==> src/include/usb_pm_pkg.sv <==
/*
  Package for the USB suspend, version and LPM status block.
  Assumes a 32-bit AXI4-Lite register bus with word-aligned registers.
*/
package usb_pm_pkg;
  // ----------------------------------------------------------------
  // Register byte offsets
  // ----------------------------------------------------------------
  localparam logic [7:0] OFS_CTRL_STATUS_0 = 8'h00;
  localparam logic [7:0] OFS_HW_VERSION = 8'h04;
  localparam logic [7:0] OFS_LPM_CONTROL_2 = 8'h08;
  localparam logic [7:0] OFS_IRQ_STATUS = 8'h0C;
  localparam logic [7:0] OFS_IRQ_MASK = 8'h10;
  localparam logic [7:0] OFS_ROLE_CTRL = 8'h14;

  // ----------------------------------------------------------------
  // Field positions
  // ----------------------------------------------------------------
  localparam int RESUME_BIT = 10;
  localparam int SUSP_STATUS_BIT = 9;
  localparam int SUSP_ALLOW_BIT = 8;
  localparam int FADDR_LSB = 0;
  localparam int FADDR_W = 7;
  localparam int RC_BIT = 15;
  localparam int MAJOR_LSB = 10;
  localparam int MINOR_LSB = 0;
  localparam int LPM_ADDR_LSB = 8;
  localparam int ERR_BIT = 5;
  localparam int WAKE_BIT = 4;
  localparam int NC_BIT = 3;
  localparam int ACK_BIT = 2;
  localparam int NYET_BIT = 1;
  localparam int STALL_BIT = 0;
  localparam int NFLAGS = 6;
  localparam int ROLE_HOST_BIT = 0;

  // ----------------------------------------------------------------
  // Reset values and bus answers
  // ----------------------------------------------------------------
  localparam logic [31:0] ZERO_WORD = 32'h0000_0000;
  localparam logic [1:0] RESP_OKAY = 2'h0;
  localparam logic [1:0] RESP_SLVERR = 2'h2;

  // LPM handshake answer encodings on the link-side ports
  typedef enum logic [1:0] {
    LPM_ANS_NONE = 2'b00,
    LPM_ANS_ACK = 2'b01,
    LPM_ANS_NYET = 2'b10,
    LPM_ANS_STALL = 2'b11
  } lpm_ans_t;
endpackage : usb_pm_pkg

==> src/hw/usb_pm_flags.sv <==
/*
  Sticky flag bank: hardware sets, writing a one clears, set wins.
  Assumes set and clear strobes are synchronous to the core clock.
*/
module usb_pm_flags #(
  parameter int W = 6
) (
  input wire logic i_core_clk,
  input wire logic i_rst,
  input wire logic [W-1:0] i_set,
  input wire logic [W-1:0] i_clr,
  output logic [W-1:0] o_flags
);
  // ----------------------------------------------------------------
  // One flop per flag
  // ----------------------------------------------------------------
  genvar g;
  generate
    for (g = 0; g < W; g++) begin : g_flag
      // Set beats clear in the same cycle
      always_ff @(posedge i_core_clk or posedge i_rst) begin
        if (i_rst) begin
          o_flags[g] <= 1'b0;
        end else if (i_set[g]) begin
          o_flags[g] <= 1'b1;
        end else if (i_clr[g]) begin
          o_flags[g] <= 1'b0;
        end
      end
    end
  endgenerate
endmodule : usb_pm_flags

==> src/hw/usb_pm_regs.sv <==
/*
  USB suspend, resume, function address, version and LPM status logic
  with an AXI4-Lite slave and one masked interrupt.
  Assumes link events arrive as one-cycle pulses on the core clock.
*/
module usb_pm_regs
  import usb_pm_pkg::*;
#(
  parameter logic release_candidate = 1'b0,
  parameter logic [4:0] major_version = 5'h00, // Arbitrary value
  parameter logic [9:0] minor_version = 10'h008 // Arbitrary value
) (
  input wire logic i_core_clk,
  input wire logic i_rst,
  // AXI4-Lite slave
  input wire logic [7:0] i_awaddr,
  input wire logic i_awvalid,
  output logic o_awready,
  input wire logic [31:0] i_wdata,
  input wire logic [3:0] i_wstrb,
  input wire logic i_wvalid,
  output logic o_wready,
  output logic [1:0] o_bresp,
  output logic o_bvalid,
  input wire logic i_bready,
  input wire logic [7:0] i_araddr,
  input wire logic i_arvalid,
  output logic o_arready,
  output logic [31:0] o_rdata,
  output logic [1:0] o_rresp,
  output logic o_rvalid,
  input wire logic i_rready,
  // Link side
  input wire logic i_idle_detect,
  input wire logic i_wake_detect,
  input wire logic i_token_valid,
  input wire logic [6:0] i_token_addr,
  input wire logic i_lpm_rx,
  input wire logic i_lpm_state_ok,
  input wire logic i_rx_pending,
  input wire logic i_lpm_tx_ans_valid,
  input wire logic [1:0] i_lpm_tx_ans,
  output logic o_resume_drive,
  output logic o_suspended,
  output logic o_token_match,
  output logic [1:0] o_lpm_answer,
  output logic o_irq
);
  // ----------------------------------------------------------------
  // State
  // ----------------------------------------------------------------
  logic resume_ctrl;
  logic suspended_status;
  logic suspend_allow;
  logic [6:0] device_function_addr;
  logic [6:0] lpm_payload_addr;
  logic [NFLAGS-1:0] irq_mask;
  logic host_role;
  logic [NFLAGS-1:0] flag_set;
  logic [NFLAGS-1:0] flag_clr;
  logic [NFLAGS-1:0] lpm_flags;
  logic [NFLAGS-1:0] irq_status;
  logic [NFLAGS-1:0] irq_clr;
  logic [NFLAGS-1:0] stat_set;
  logic aw_held;
  logic w_held;
  logic [7:0] aw_addr;
  logic [31:0] w_data;
  logic [3:0] w_strb;
  logic wr_fire;
  logic wake_event;
  logic host_susp_req;
  logic [31:0] next_rdata;
  logic next_rerr;

  // ----------------------------------------------------------------
  // AXI4-Lite write channel
  // ----------------------------------------------------------------
  assign wr_fire = aw_held && w_held && !o_bvalid;
  // Ready flops are the inverse of the held flags, so outputs stay registered
  assign aw_held = !o_awready;
  assign w_held = !o_wready;

  // Address and data latch, in either order
  always_ff @(posedge i_core_clk or posedge i_rst) begin
    if (i_rst) begin
      o_awready <= 1'b1;
      o_wready <= 1'b1;
      aw_addr <= 8'h00;
      w_data <= ZERO_WORD;
      w_strb <= 4'h0;
    end else begin
      if (i_awvalid && o_awready) begin
        o_awready <= 1'b0;
        aw_addr <= i_awaddr;
      end else if (wr_fire) begin
        o_awready <= 1'b1;
      end
      if (i_wvalid && o_wready) begin
        o_wready <= 1'b0;
        w_data <= i_wdata;
        w_strb <= i_wstrb;
      end else if (wr_fire) begin
        o_wready <= 1'b1;
      end
    end
  end

  // Write response, unmapped offsets get SLVERR
  always_ff @(posedge i_core_clk or posedge i_rst) begin
    if (i_rst) begin
      o_bvalid <= 1'b0;
      o_bresp <= RESP_OKAY;
    end else if (wr_fire) begin
      o_bvalid <= 1'b1;
      o_bresp <= (aw_addr == OFS_CTRL_STATUS_0 ||
                  aw_addr == OFS_HW_VERSION ||
                  aw_addr == OFS_LPM_CONTROL_2 ||
                  aw_addr == OFS_IRQ_STATUS ||
                  aw_addr == OFS_IRQ_MASK ||
                  aw_addr == OFS_ROLE_CTRL) ? RESP_OKAY : RESP_SLVERR;
    end else if (i_bready) begin
      o_bvalid <= 1'b0;
    end
  end

  // ----------------------------------------------------------------
  // Software-written control
  // ----------------------------------------------------------------
  // Control register 0, role and mask; payload address
  always_ff @(posedge i_core_clk or posedge i_rst) begin
    if (i_rst) begin
      resume_ctrl <= 1'b0;
      suspend_allow <= 1'b0;
      device_function_addr <= 7'h00;
      lpm_payload_addr <= 7'h00;
      irq_mask <= '0;
      host_role <= 1'b0;
    end else if (wr_fire) begin
      if (aw_addr == OFS_CTRL_STATUS_0) begin
        if (w_strb[1]) begin
          resume_ctrl <= w_data[RESUME_BIT];
          suspend_allow <= w_data[SUSP_ALLOW_BIT];
        end
        if (w_strb[0]) begin
          device_function_addr <= w_data[FADDR_LSB +: FADDR_W];
        end
      end
      if (aw_addr == OFS_LPM_CONTROL_2 && w_strb[1]) begin
        lpm_payload_addr <= w_data[LPM_ADDR_LSB +: 7];
      end
      if (aw_addr == OFS_IRQ_MASK && w_strb[0]) begin
        irq_mask <= w_data[NFLAGS-1:0];
      end
      if (aw_addr == OFS_ROLE_CTRL && w_strb[0]) begin
        host_role <= w_data[ROLE_HOST_BIT];
      end
    end
  end

  // ----------------------------------------------------------------
  // Suspend state
  // ----------------------------------------------------------------
  assign host_susp_req = wr_fire && host_role && w_strb[1] &&
    aw_addr == OFS_CTRL_STATUS_0 && w_data[SUSP_STATUS_BIT];
  assign wake_event = suspended_status &&
    (i_wake_detect || resume_ctrl);

  // Enter on idle or host request when allowed, leave on any wake
  always_ff @(posedge i_core_clk or posedge i_rst) begin
    if (i_rst) begin
      suspended_status <= 1'b0;
    end else if (wake_event) begin
      suspended_status <= 1'b0;
    end else if (suspend_allow && (i_idle_detect || host_susp_req)) begin
      suspended_status <= 1'b1;
    end
  end

  // Resume drive follows the bit only while suspended or already driving
  always_ff @(posedge i_core_clk or posedge i_rst) begin
    if (i_rst) begin
      o_resume_drive <= 1'b0;
    end else begin
      o_resume_drive <= resume_ctrl &&
        (suspended_status || o_resume_drive);
    end
  end

  // Status mirror
  always_ff @(posedge i_core_clk or posedge i_rst) begin
    if (i_rst) begin
      o_suspended <= 1'b0;
    end else begin
      o_suspended <= suspended_status;
    end
  end

  // Token address match in device role
  always_ff @(posedge i_core_clk or posedge i_rst) begin
    if (i_rst) begin
      o_token_match <= 1'b0;
    end else begin
      o_token_match <= i_token_valid && !host_role &&
        i_token_addr == device_function_addr;
    end
  end

  // ----------------------------------------------------------------
  // LPM handling
  // ----------------------------------------------------------------
  // Device answer choice; priority STALL, then NYET, then ACK
  always_ff @(posedge i_core_clk or posedge i_rst) begin
    if (i_rst) begin
      o_lpm_answer <= LPM_ANS_NONE;
    end else if (i_lpm_rx && !host_role) begin
      if (!i_lpm_state_ok) begin
        o_lpm_answer <= LPM_ANS_STALL;
      end else if (i_rx_pending) begin
        o_lpm_answer <= LPM_ANS_NYET;
      end else begin
        o_lpm_answer <= LPM_ANS_ACK;
      end
    end else begin
      o_lpm_answer <= LPM_ANS_NONE;
    end
  end

  // Hardware set pulses for each flag
  always_comb begin
    flag_set = '0;
    flag_set[WAKE_BIT] = wake_event;
    if (i_lpm_rx && !host_role) begin
      flag_set[ERR_BIT] = !i_lpm_state_ok;
      flag_set[NC_BIT] = i_lpm_state_ok && i_rx_pending;
      flag_set[NYET_BIT] = i_lpm_state_ok && i_rx_pending;
      flag_set[ACK_BIT] = i_lpm_state_ok && !i_rx_pending;
      flag_set[STALL_BIT] = !i_lpm_state_ok;
    end
    if (i_lpm_tx_ans_valid && host_role) begin
      flag_set[NC_BIT] = i_lpm_tx_ans == LPM_ANS_ACK;
      flag_set[ACK_BIT] = i_lpm_tx_ans == LPM_ANS_ACK;
      flag_set[NYET_BIT] = i_lpm_tx_ans == LPM_ANS_NYET;
      flag_set[STALL_BIT] = i_lpm_tx_ans == LPM_ANS_STALL;
    end
  end

  // LPM flags are never cleared by software
  assign flag_clr = '0;
  assign irq_clr = (wr_fire && aw_addr == OFS_IRQ_STATUS && w_strb[0]) ?
    w_data[NFLAGS-1:0] : '0;
  assign stat_set = flag_set;

  usb_pm_flags #(.W(NFLAGS)) u_lpm_flags (
    .i_core_clk(i_core_clk),
    .i_rst(i_rst),
    .i_set(flag_set),
    .i_clr(flag_clr),
    .o_flags(lpm_flags)
  );

  usb_pm_flags #(.W(NFLAGS)) u_irq_flags (
    .i_core_clk(i_core_clk),
    .i_rst(i_rst),
    .i_set(stat_set),
    .i_clr(irq_clr),
    .o_flags(irq_status)
  );

  // ----------------------------------------------------------------
  // Interrupt and read channel
  // ----------------------------------------------------------------
  // Level interrupt from masked sticky status
  always_ff @(posedge i_core_clk or posedge i_rst) begin
    if (i_rst) begin
      o_irq <= 1'b0;
    end else begin
      o_irq <= |(irq_status & irq_mask);
    end
  end

  // Read mux; unused bits stay zero
  always_comb begin
    next_rdata = ZERO_WORD;
    next_rerr = 1'b0;
    case (i_araddr)
      OFS_CTRL_STATUS_0: begin
        next_rdata[RESUME_BIT] = resume_ctrl;
        next_rdata[SUSP_STATUS_BIT] = suspended_status;
        next_rdata[SUSP_ALLOW_BIT] = suspend_allow;
        next_rdata[FADDR_LSB +: FADDR_W] = device_function_addr;
      end
      OFS_HW_VERSION: begin
        next_rdata[RC_BIT] = release_candidate;
        next_rdata[MAJOR_LSB +: 5] = major_version;
        next_rdata[MINOR_LSB +: 10] = minor_version;
      end
      OFS_LPM_CONTROL_2: begin
        next_rdata[LPM_ADDR_LSB +: 7] = lpm_payload_addr;
        next_rdata[NFLAGS-1:0] = lpm_flags;
      end
      OFS_IRQ_STATUS: next_rdata[NFLAGS-1:0] = irq_status;
      OFS_IRQ_MASK: next_rdata[NFLAGS-1:0] = irq_mask;
      OFS_ROLE_CTRL: next_rdata[ROLE_HOST_BIT] = host_role;
      default: next_rerr = 1'b1;
    endcase
  end

  // Read data registered on the same edge that takes the address
  always_ff @(posedge i_core_clk or posedge i_rst) begin
    if (i_rst) begin
      o_rvalid <= 1'b0;
      o_arready <= 1'b1;
      o_rdata <= ZERO_WORD;
      o_rresp <= RESP_OKAY;
    end else if (i_arvalid && !o_rvalid) begin
      o_rvalid <= 1'b1;
      o_arready <= 1'b0;
      o_rdata <= next_rdata;
      o_rresp <= next_rerr ? RESP_SLVERR : RESP_OKAY;
    end else if (i_rready) begin
      o_rvalid <= 1'b0;
      o_arready <= 1'b1; // Ready again once the answer is taken
    end
  end
endmodule : usb_pm_regs

==> config.mk <==
export PLATFORM = sky130hd
export DESIGN_NAME = usb_pm_regs
export DESIGN_NICKNAME = d
export VERILOG_FILES = /design/src/include/usb_pm_pkg.sv /design/src/hw/usb_pm_flags.sv /design/src/hw/usb_pm_regs.sv
export SDC_FILE = /design/constraint.sdc
export NUM_CORES = 1
export LEC_CHECK = 0
export CAP_MARGIN = 10
export CORE_MARGIN = 2
export CORE_UTILIZATION = 40
export DETAILED_ROUTE_END_ITERATION = 8
export DONT_BUFFER_PORTS = 1
export MAX_ROUTING_LAYER = met4
export PLACE_DENSITY_LB_ADDON = 0.1
export SLEW_MARGIN = 30
export SYNTH_ARGS = -nofsm -noshare
export SYNTH_HDL_FRONTEND = slang
export SYNTH_HIERARCHICAL = 1
export SYNTH_SLANG_ARGS = --single-unit
==> constraint.sdc <==
create_clock -name i_core_clk -period 5 [get_ports i_core_clk]
set_clock_uncertainty 0.05 [all_clocks]
set_input_delay 0.75 -clock i_core_clk [delete_from_list [all_inputs] [get_ports i_core_clk]]
set_output_delay 0.75 -clock i_core_clk [all_outputs]
set_load 0.01 [all_outputs]
==> flow_summary.yaml, run 1 <==
timing:
  hold_violations: 0
  finalMaxSlewViolations: 0
  setup_viol: 0
  worst-slew-pin-transition_ns: 0.8020
  max_freq_mhz: 414.8
  layout_min_cycle_time_ns: 2.411
  slew_headroom_pct: 46.04
  min_period_over_period_pct: 48.21
  setup_tns_ns: 0
  unrepaired_setup_endpoints_after_global_routing: "no"
synth:
  ys_ff_latch: 87
  synth-edff-count: 0
  share_of_synthesized_flip_flops_with_an_asynchronous_set_or_reset_pct: 100.0
  ys.flop_type: "sky130_fd_sc_hd__dfrtp_1"
  seq_area_frac_synth_pct: 56.03
  avgSynthCellArea_um2: 12.16
  yosys_warnings: 6
  ys_types: 47
  syn-instance-count: 320
  synthesis.area_um2: 3892
clock_network:
  clock_path_buffers: 2
  clock_latency_on_the_worst_skew_pair_ns: 0.35
  cts_tree: "yes"
  clock-root-buffer: "sky130_fd_sc_hd__clkbuf_8"
  clock_tree.htree_level_count: 3
  num_cts_buffers: 9
  holdBufCountCts: 0
  cts_sinks: 87
  post_cts_resized: 0
  cts.repair_timing.setup_buffer_count: 0
  cts.clk_slew.worst_paths_ns: 0.09
routing:
  detail_route.first_pass.iterations: 4
  drt-initial-drc-count: 59
  finalWirelength_um: 7880
  wl_per_cell_um: 16.80
  antenna_left: 0
  route.vias.total: 2321
  post-route-drc-count: 0
  viasPerCell: 4.949
critical_path:
  crit_path_top_delay_cell: "sky130_fd_sc_hd__or4b_4"
  worst_setup_path_start_kind: "flip-flop"
  critical_path.endpoint_type: "flip-flop"
  rr_endpoint: "u_irq_flags/o_flags[2]"
  rr_startpoint: "o_bvalid"
  r2r_cells: 6
  worstPathCellList: "or3_1, or4b_4, nor2_1, and2_1, inv_1, a21o_1"
  critical-path-max-stage-delay_ns: 0.60
  setup.worst_path.class: "flip-flop to flip-flop"
  worst_path_fanout_max: 7
  worst-r2r-setup-slack_ns: 2.59
  required_time_of_the_worst_setup_path_ns: 5.20
  worst_ep_arrival_time_ns: 2.61
worst_hold_path:
  hold_path_class: "input port to async pin"
placed_design:
  post_dp_cell_area_um2: 3994
  port_buffers: 0
  globalplace.congestion: 0.7599
  place.detailed.hpwl_um: 5865
cells_and_area:
  final_cell_mix: "84 x sky130_fd_sc_hd__dfrtp_1, 49 x sky130_fd_sc_hd__mux2_2, 26 x sky130_fd_sc_hd__conb_1"
  num_antenna_cells: 0
  drive_gt1_share_pct: 22.02
  layout.nets: 406
  areaGrowthSynthToFinish_pct: 7.843
  final_std_cell_area_no_fill_um2: 4198
  mostFrequentLayoutCell: "sky130_fd_sc_hd__dfrtp_1"
grt:
  grtUsageTotal_pct: 15.98
  grt.overflow.total: 0
  global_route_wire_length_before_repair_um: 12160
  gr-usage-met3_pct: 4.271
  grt_pass1_vias: 2305
  groute.layer.met2.usage_pct: 22.02
  global_route.peak_usage_layer: "met1"
  grt_antenna_before_repair: 0
  use_met1_pct: 22.59
  grt_max_degree: 46
power_and_ir_drop:
  power.ir.vdd_worst_v: 0.0001725
  clock_power_share_pct: 27.4
  internal_power_uw: 1293
  p_seq_share_pct: 55.5
  share_comb_of_total_power_pct: 17.1
  switching_share_pct: 30.42
  cellLeakagePower_uw: 0.001962
  power.total_uw: 1858
  power-per-cell-area_nw_per_um2: 442.7
  net-switching-power_uw: 565.4
outcome:
  result_of_the_run: "complete, no violations"
die:
  num_io_pins: 122
  core.rowCount: 36
  die_height_um: 102.6
  die_w_um: 102.6
  core_ar_um2: 9594
  floorplan.initialDensity_pct: 40.57
  die-area_um2: 10540
flow_run:
  timing.max_cap.violations: 0
-- layer usage --
| layer | vias to the layer above | routed length (µm) |
|---|---|---|
| li1 | 1115 | - |
| met1 | 1123 | 3930 |
| met2 | 75 | 3380 |
| met3 | 8 | 467 |
| met4 | 0 | 100 |
| met5 | - | 0 |
-- cells by family after synthesis --
| kind of cell | count (synthesis) | share of synthesized area [%] |
|---|---|---|
| AOI/OAI and AO/OA | 61 | 11.03 |
| xor gates and xnor gates | 7 | 1.575 |
| buffers and inverters | 50 | 6.782 |
| DFF | 87 | 56.03 |
| muxes | 53 | 15.20 |
| other | 1 | 0.09634 |
| and+or+nand+nor | 61 | 9.290 |
-- flip-flops by register name, indices dropped and copies added, names as in the netlist, 2 cells and up --
signal and cells:
w_data 14, o_lpm_answer 2, lpm_payload_addr 7, o_rdata 14, aw_addr 8, w_strb 2
irq_mask 6, u_lpm_flags/o_flags 6, u_irq_flags/o_flags 6, device_function_addr 7
-- final cells by class --
cell class              count  area (µm²)
fillers                   928        5396
flip-flops and latches     87        2181
multi-input cells         208        1546
well taps                 133       166.4
clock buffers               9       123.9
inverters                  24       92.59
clock inverters             7       80.08
repair buffers              1       7.507
-- how the worst max path moves through the flow --
stage	from	to	cells after the start
4_1_cts	o_bvalid	u_irq_flags/o_flags[2]	6
2_1_floorplan	i_rst	aw_addr[0]	1
3_5_place_dp	o_bvalid	u_irq_flags/o_flags[4]	6
6_report	o_bvalid	u_irq_flags/o_flags[2]	6
5_1_grt	o_bvalid	u_irq_flags/o_flags[4]	6
3_3_place_gp	i_araddr[1]	o_rdata[8]	4
-- cells in the mapped netlist (2+ instances only) --
| cell | n | area (µm²) |
|---|---|---|
| sky130_fd_sc_hd__dfrtp_1 | 84 | 2102 |
| sky130_fd_sc_hd__mux2_2 | 49 | 551.8 |
| sky130_fd_sc_hd__inv_1 | 24 | 90.09 |
| sky130_fd_sc_hd__buf_4 | 20 | 150.1 |
| sky130_fd_sc_hd__a21o_1 | 14 | 105.1 |
| sky130_fd_sc_hd__nand2_1 | 14 | 52.55 |
| sky130_fd_sc_hd__o21ai_0 | 11 | 55.05 |
| sky130_fd_sc_hd__and2_1 | 10 | 62.56 |
| sky130_fd_sc_hd__a21oi_1 | 7 | 35.03 |
| sky130_fd_sc_hd__nand3_1 | 7 | 35.03 |
| sky130_fd_sc_hd__nor2_1 | 6 | 22.52 |
| sky130_fd_sc_hd__a22o_1 | 5 | 43.79 |
| sky130_fd_sc_hd__xnor2_1 | 5 | 43.79 |
| sky130_fd_sc_hd__clkbuf_1 | 4 | 15.01 |
| sky130_fd_sc_hd__mux2i_1 | 4 | 40.04 |
| sky130_fd_sc_hd__a221o_1 | 3 | 30.03 |
| sky130_fd_sc_hd__a221oi_1 | 3 | 26.28 |
| sky130_fd_sc_hd__a22oi_1 | 3 | 22.52 |
| sky130_fd_sc_hd__and3_1 | 3 | 18.77 |
| sky130_fd_sc_hd__dfstp_2 | 3 | 78.83 |
| sky130_fd_sc_hd__nand4_1 | 3 | 18.77 |
| sky130_fd_sc_hd__o21a_1 | 3 | 22.52 |
| sky130_fd_sc_hd__o22ai_1 | 3 | 18.77 |
| sky130_fd_sc_hd__a211oi_1 | 2 | 15.01 |
| sky130_fd_sc_hd__nand2b_1 | 2 | 12.51 |
| sky130_fd_sc_hd__nand4b_1 | 2 | 17.52 |
| sky130_fd_sc_hd__nor2b_1 | 2 | 12.51 |
| sky130_fd_sc_hd__nor3_1 | 2 | 10.01 |
| sky130_fd_sc_hd__nor4_1 | 2 | 12.51 |
| sky130_fd_sc_hd__o31ai_1 | 2 | 15.01 |
| sky130_fd_sc_hd__xor2_1 | 2 | 17.52 |
-- metrics by stage --
step	instances	utilization [%]	setup WS (ns)	hold slack (ns)
final	469	43.75	2.589	0.1435
after global routing	469	43.75	2.402	0.1303
after detailed placement	453	41.63	2.567	0.4142
after CTS	469	43.75	2.543	0.1363
after floorplan	345	-	2.295	0.3783
after global placement	453	41.55	2.464	0.4041
-- power by group through the flow --
stage	Clock [µW]	Combinational, µW	Sequential, µW
detailed placement	0	322	1050
floorplan	0	295	993
global placement	0	313	1040
CTS	523	323	1030
global route	560	358	1060
finish	509	318	1030
-- worst max-delay path, delay by kind of cell (launching register included) --
kind,cells,cell delay (ns)
and+or+nand+nor,4,1.62
DFF,1,0.43
AOI/OAI and AO/OA,1,0.16
buffers and inverters,1,0.04
(Power assumes the default switching activity.)
==> inputs of run 2 (changes only) <==
--- a/config.mk
+++ b/config.mk
@@ -5,6 +5,7 @@
 export SDC_FILE = /design/constraint.sdc
 export NUM_CORES = 1
 export LEC_CHECK = 0
+export ABC_AREA = 1
 export CAP_MARGIN = 10
 export CORE_MARGIN = 2
 export CORE_UTILIZATION = 40
==> constraint.sdc (replaced) <==
create_clock -name i_core_clk -period 2.4 [get_ports i_core_clk]
set_clock_uncertainty 0.05 [all_clocks]
set_input_delay 0.36 -clock i_core_clk [delete_from_list [all_inputs] [get_ports i_core_clk]]
set_output_delay 0.36 -clock i_core_clk [all_outputs]
set_load 0.01 [all_outputs]
==> run 2 against run 1 <==
Net effect:
- non-clock buffer count grew 4
- final cell count grew 37%
- global-route usage grew 1.5 points
- via count grew 28%
- clock power grew 100%
- fmax grew 50%
- core utilization is essentially flat
- setup slack lost 1.8 ns
- first-iteration DRC count grew 81%
- cell area grew 7.2%
- sequential share of layout area shrank 3.5 points
- largest power group unchanged
==> flow_summary.yaml, run 2 <==
grt:
  grt.overflow.total: 0
  grt_pass1_vias: 3005
  grt_max_degree: 72
  groute.layer.met2.usage_pct: 26.60
  grt_antenna_before_repair: 0
  gr-usage-met3_pct: 5.089
  global_route.peak_usage_layer: "met2"
  use_met1_pct: 22.81
  grtUsageTotal_pct: 17.44
  global_route_wire_length_before_repair_um: 15010
synth:
  seq_area_frac_synth_pct: 51.94
  ys_types: 35
  yosys_warnings: 6
  ys_ff_latch: 87
  share_of_synthesized_flip_flops_with_an_asynchronous_set_or_reset_pct: 100.0
  synth_commonest_cells: "112 x sky130_fd_sc_hd__nand2_1, 84 x sky130_fd_sc_hd__dfrtp_1, 74 x sky130_fd_sc_hd__inv_1"
  netlist.top_cell.by_area: "sky130_fd_sc_hd__dfrtp_1"
  most_area_consuming_cells_after_synthesis: "sky130_fd_sc_hd__dfrtp_1 50%, sky130_fd_sc_hd__nand2_1 10%, sky130_fd_sc_hd__inv_1 6.6%, sky130_fd_sc_hd__nor2_1 4.4%, sky130_fd_sc_hd__o21ai_2 4.0%"
  avgSynthCellArea_um2: 8.569
  synthesis.area_um2: 4199
  synthDominantCellAreaShare_pct: 50.06
  synth_most_common_cell: "sky130_fd_sc_hd__nand2_1"
  syn-instance-count: 490
  ys.flop_type: "sky130_fd_sc_hd__dfrtp_1"
  synth-edff-count: 0
routing:
  post-route-drc-count: 0
  detail_route.first_pass.iterations: 4
  antenna_left: 0
  viasPerCell: 4.632
  route.vias.total: 2974
  wl_per_cell_um: 13.84
  drt-initial-drc-count: 107
  finalWirelength_um: 8884
critical_path:
  required_time_of_the_worst_setup_path_ns: 2.59
  setup.worst_path.class: "flip-flop to flip-flop"
  worst_setup_path_start_kind: "flip-flop"
  worst_path_fanout_max: 7
  critical_path.endpoint_type: "flip-flop"
  worst_ep_arrival_time_ns: 1.79
cells_and_area:
  largestRegisters: "o_rdata x14, w_data x14, aw_addr x8"
  drive_gt1_share_pct: 14.03
  n_fill_cell: 1070
  multi_input_comb_area_um2: 1612
  storage_element_area_um2: 2181
  layoutNonFillerInstCount: 642
  final_cell_mix: "112 x sky130_fd_sc_hd__nand2_1, 84 x sky130_fd_sc_hd__dfrtp_1, 73 x sky130_fd_sc_hd__inv_1"
  num_antenna_cells: 0
  layout.nets: 577
  mostFrequentLayoutCell: "sky130_fd_sc_hd__nand2_1"
  areaGrowthSynthToFinish_pct: 7.181
timing:
  unrepaired_setup_endpoints_after_global_routing: "no"
  slew_headroom_pct: 65.28
  postLayoutSetupSlackWorst_ns: 0.7970
  hold_violations: 0
  min_period_over_period_pct: 66.79
  setup_tns_ns: 0
  finalMaxSlewViolations: 0
  max_freq_mhz: 623.8
  worst-slew-pin-transition_ns: 0.5195
  layout_min_cycle_time_ns: 1.603
  setup_viol: 0
die:
  num_io_pins: 122
  die-area_um2: 11330
  die_w_um: 106.5
  die_height_um: 106.5
  core.rowCount: 37
  core_ar_um2: 10280
  floorplan.initialDensity_pct: 40.86
clock_network:
  clock_path_buffers: 2
  cts_tree: "yes"
  clock_latency_on_the_worst_skew_pair_ns: 0.35
  num_cts_buffers: 9
  clock_tree.htree_level_count: 3
  cts.clk_slew.worst_paths_ns: 0.08
  clock-root-buffer: "sky130_fd_sc_hd__clkbuf_8"
  cts_sinks: 87
power_and_ir_drop:
  power.ir.vdd_worst_v: 0.0004387
  cellLeakagePower_uw: 0.002235
  power-per-cell-area_nw_per_um2: 931.0
placed_design:
  place.detailed.hpwl_um: 6568
  dp_slack_ns: 0.7910
  port_buffers: 0
  globalplace.congestion: 0.8482
  place_inst: 625
flow_run:
  timing.max_cap.violations: 0
worst_hold_path:
  hold_path_class: "input port to flip-flop"
outcome:
  result_of_the_run: "complete, no violations"
[run 2: changes by cell type after synthesis, moves of 7 or more]
| cell | before | now |
|---|---|---|
| sky130_fd_sc_hd__a21oi_1 | 7 | 26 |
| sky130_fd_sc_hd__o21ai_2 | 0 | 19 |
| sky130_fd_sc_hd__and2_1 | 10 | 0 |
| sky130_fd_sc_hd__nor2_2 | 0 | 7 |
| sky130_fd_sc_hd__nand2_1 | 14 | 112 |
| sky130_fd_sc_hd__a21o_1 | 14 | 0 |
| sky130_fd_sc_hd__nor2_1 | 6 | 49 |
| sky130_fd_sc_hd__inv_1 | 24 | 74 |
| sky130_fd_sc_hd__mux2_2 | 49 | 8 |
| sky130_fd_sc_hd__nand3_1 | 7 | 33 |
[run 2: report_power, final]
| part | internal, µW | leakage, µW | total (µW) | switching (µW) |
|---|---|---|---|---|
| clock | 532 | 0.0000985 | 1030 | 501 |
| combinational | 367 | 0.00106 | 976 | 609 |
| sequential | 1880 | 0.00107 | 2180 | 300 |
| total | 2780 | 0.00223 | 4190 | 1410 |
[run 2: cells by family after synthesis]
group           after synthesis  share of synthesized area [%]
compound gates               68                          10.46
xor+xnor                      1                         0.2086
buf+inv                     105                          11.92
flops                        87                          51.94
mux                           8                          2.145
other cells                   1                        0.08931
simple gates                220                          23.24
[run 2: what timing repair did]
item                      in CTS  in global routing
hold endpoints to repair      17                  0
hold buffers                   2                  0
resized for setup              0                  0
buffers inserted               0                  0
[run 2: path summary, 6_finish.rpt]
path | cells after the start | slack (ns) | endpoint | from
max in group asynchronous | 3 | 1.29 | o_awready | i_rst
setup reg to reg | 8 | 0.80 | u_irq_flags/o_flags[3] | o_bvalid
hold / removal | 1 | 0.02 | o_awready | i_awvalid
hold reg to reg | 0 | 0.40 | o_suspended | suspended_status
min in group asynchronous | 2 | 0.36 | o_token_match | i_rst
setup / recovery | 8 | 0.80 | u_irq_flags/o_flags[3] | o_bvalid
[run 2: per-stage QoR]
step           total power, µW  area (µm²)  util, %  hold WS [ns]
2_1_floorplan             2981        4293        -        0.1010
3_3_place_gp              3172        4283    41.67       0.09154
3_5_place_dp              3210        4283    41.67       0.09313
4_1_cts                   4249        4501    43.79      0.008912
5_1_grt                   4501        4501    43.79      0.004304
6_report                  4190        4501    43.79       0.02496
[run 2: area by class of cell]
| class | instances | share of cell area [%] |
|---|---|---|
| clock buffers | 12 | 3.447 |
| clock inverters | 3 | 0.9452 |
| inverters | 76 | 6.339 |
| multi-input cells | 323 | 35.81 |
| flip-flops and latches | 87 | 48.46 |
| well taps | 136 | 3.781 |
| repair buffers | 5 | 1.223 |
[run 2: worst max-delay path, stage by stage, from the launching register on]
cell and delay [ns]:
sky130_fd_sc_hd__dfrtp_1 0.44, sky130_fd_sc_hd__nor2_2 0.17, sky130_fd_sc_hd__nand2_4 0.11, sky130_fd_sc_hd__nor2_4 0.13, sky130_fd_sc_hd__nand3_1 0.24, sky130_fd_sc_hd__nor2_1 0.20, sky130_fd_sc_hd__inv_1 0.06, sky130_fd_sc_hd__nand2_1 0.05
sky130_fd_sc_hd__nand2_1 0.05
[run 2: routing by layer]
| layer | vias up | part of all wire (%) |
|---|---|---|
| met3 | 11 | 5.7 |
| met2 | 76 | 47 |
| met1 | 1371 | 46 |
| li1 | 1516 | - |
| met4 | 0 | 1.8 |
| met5 | - | 0 |
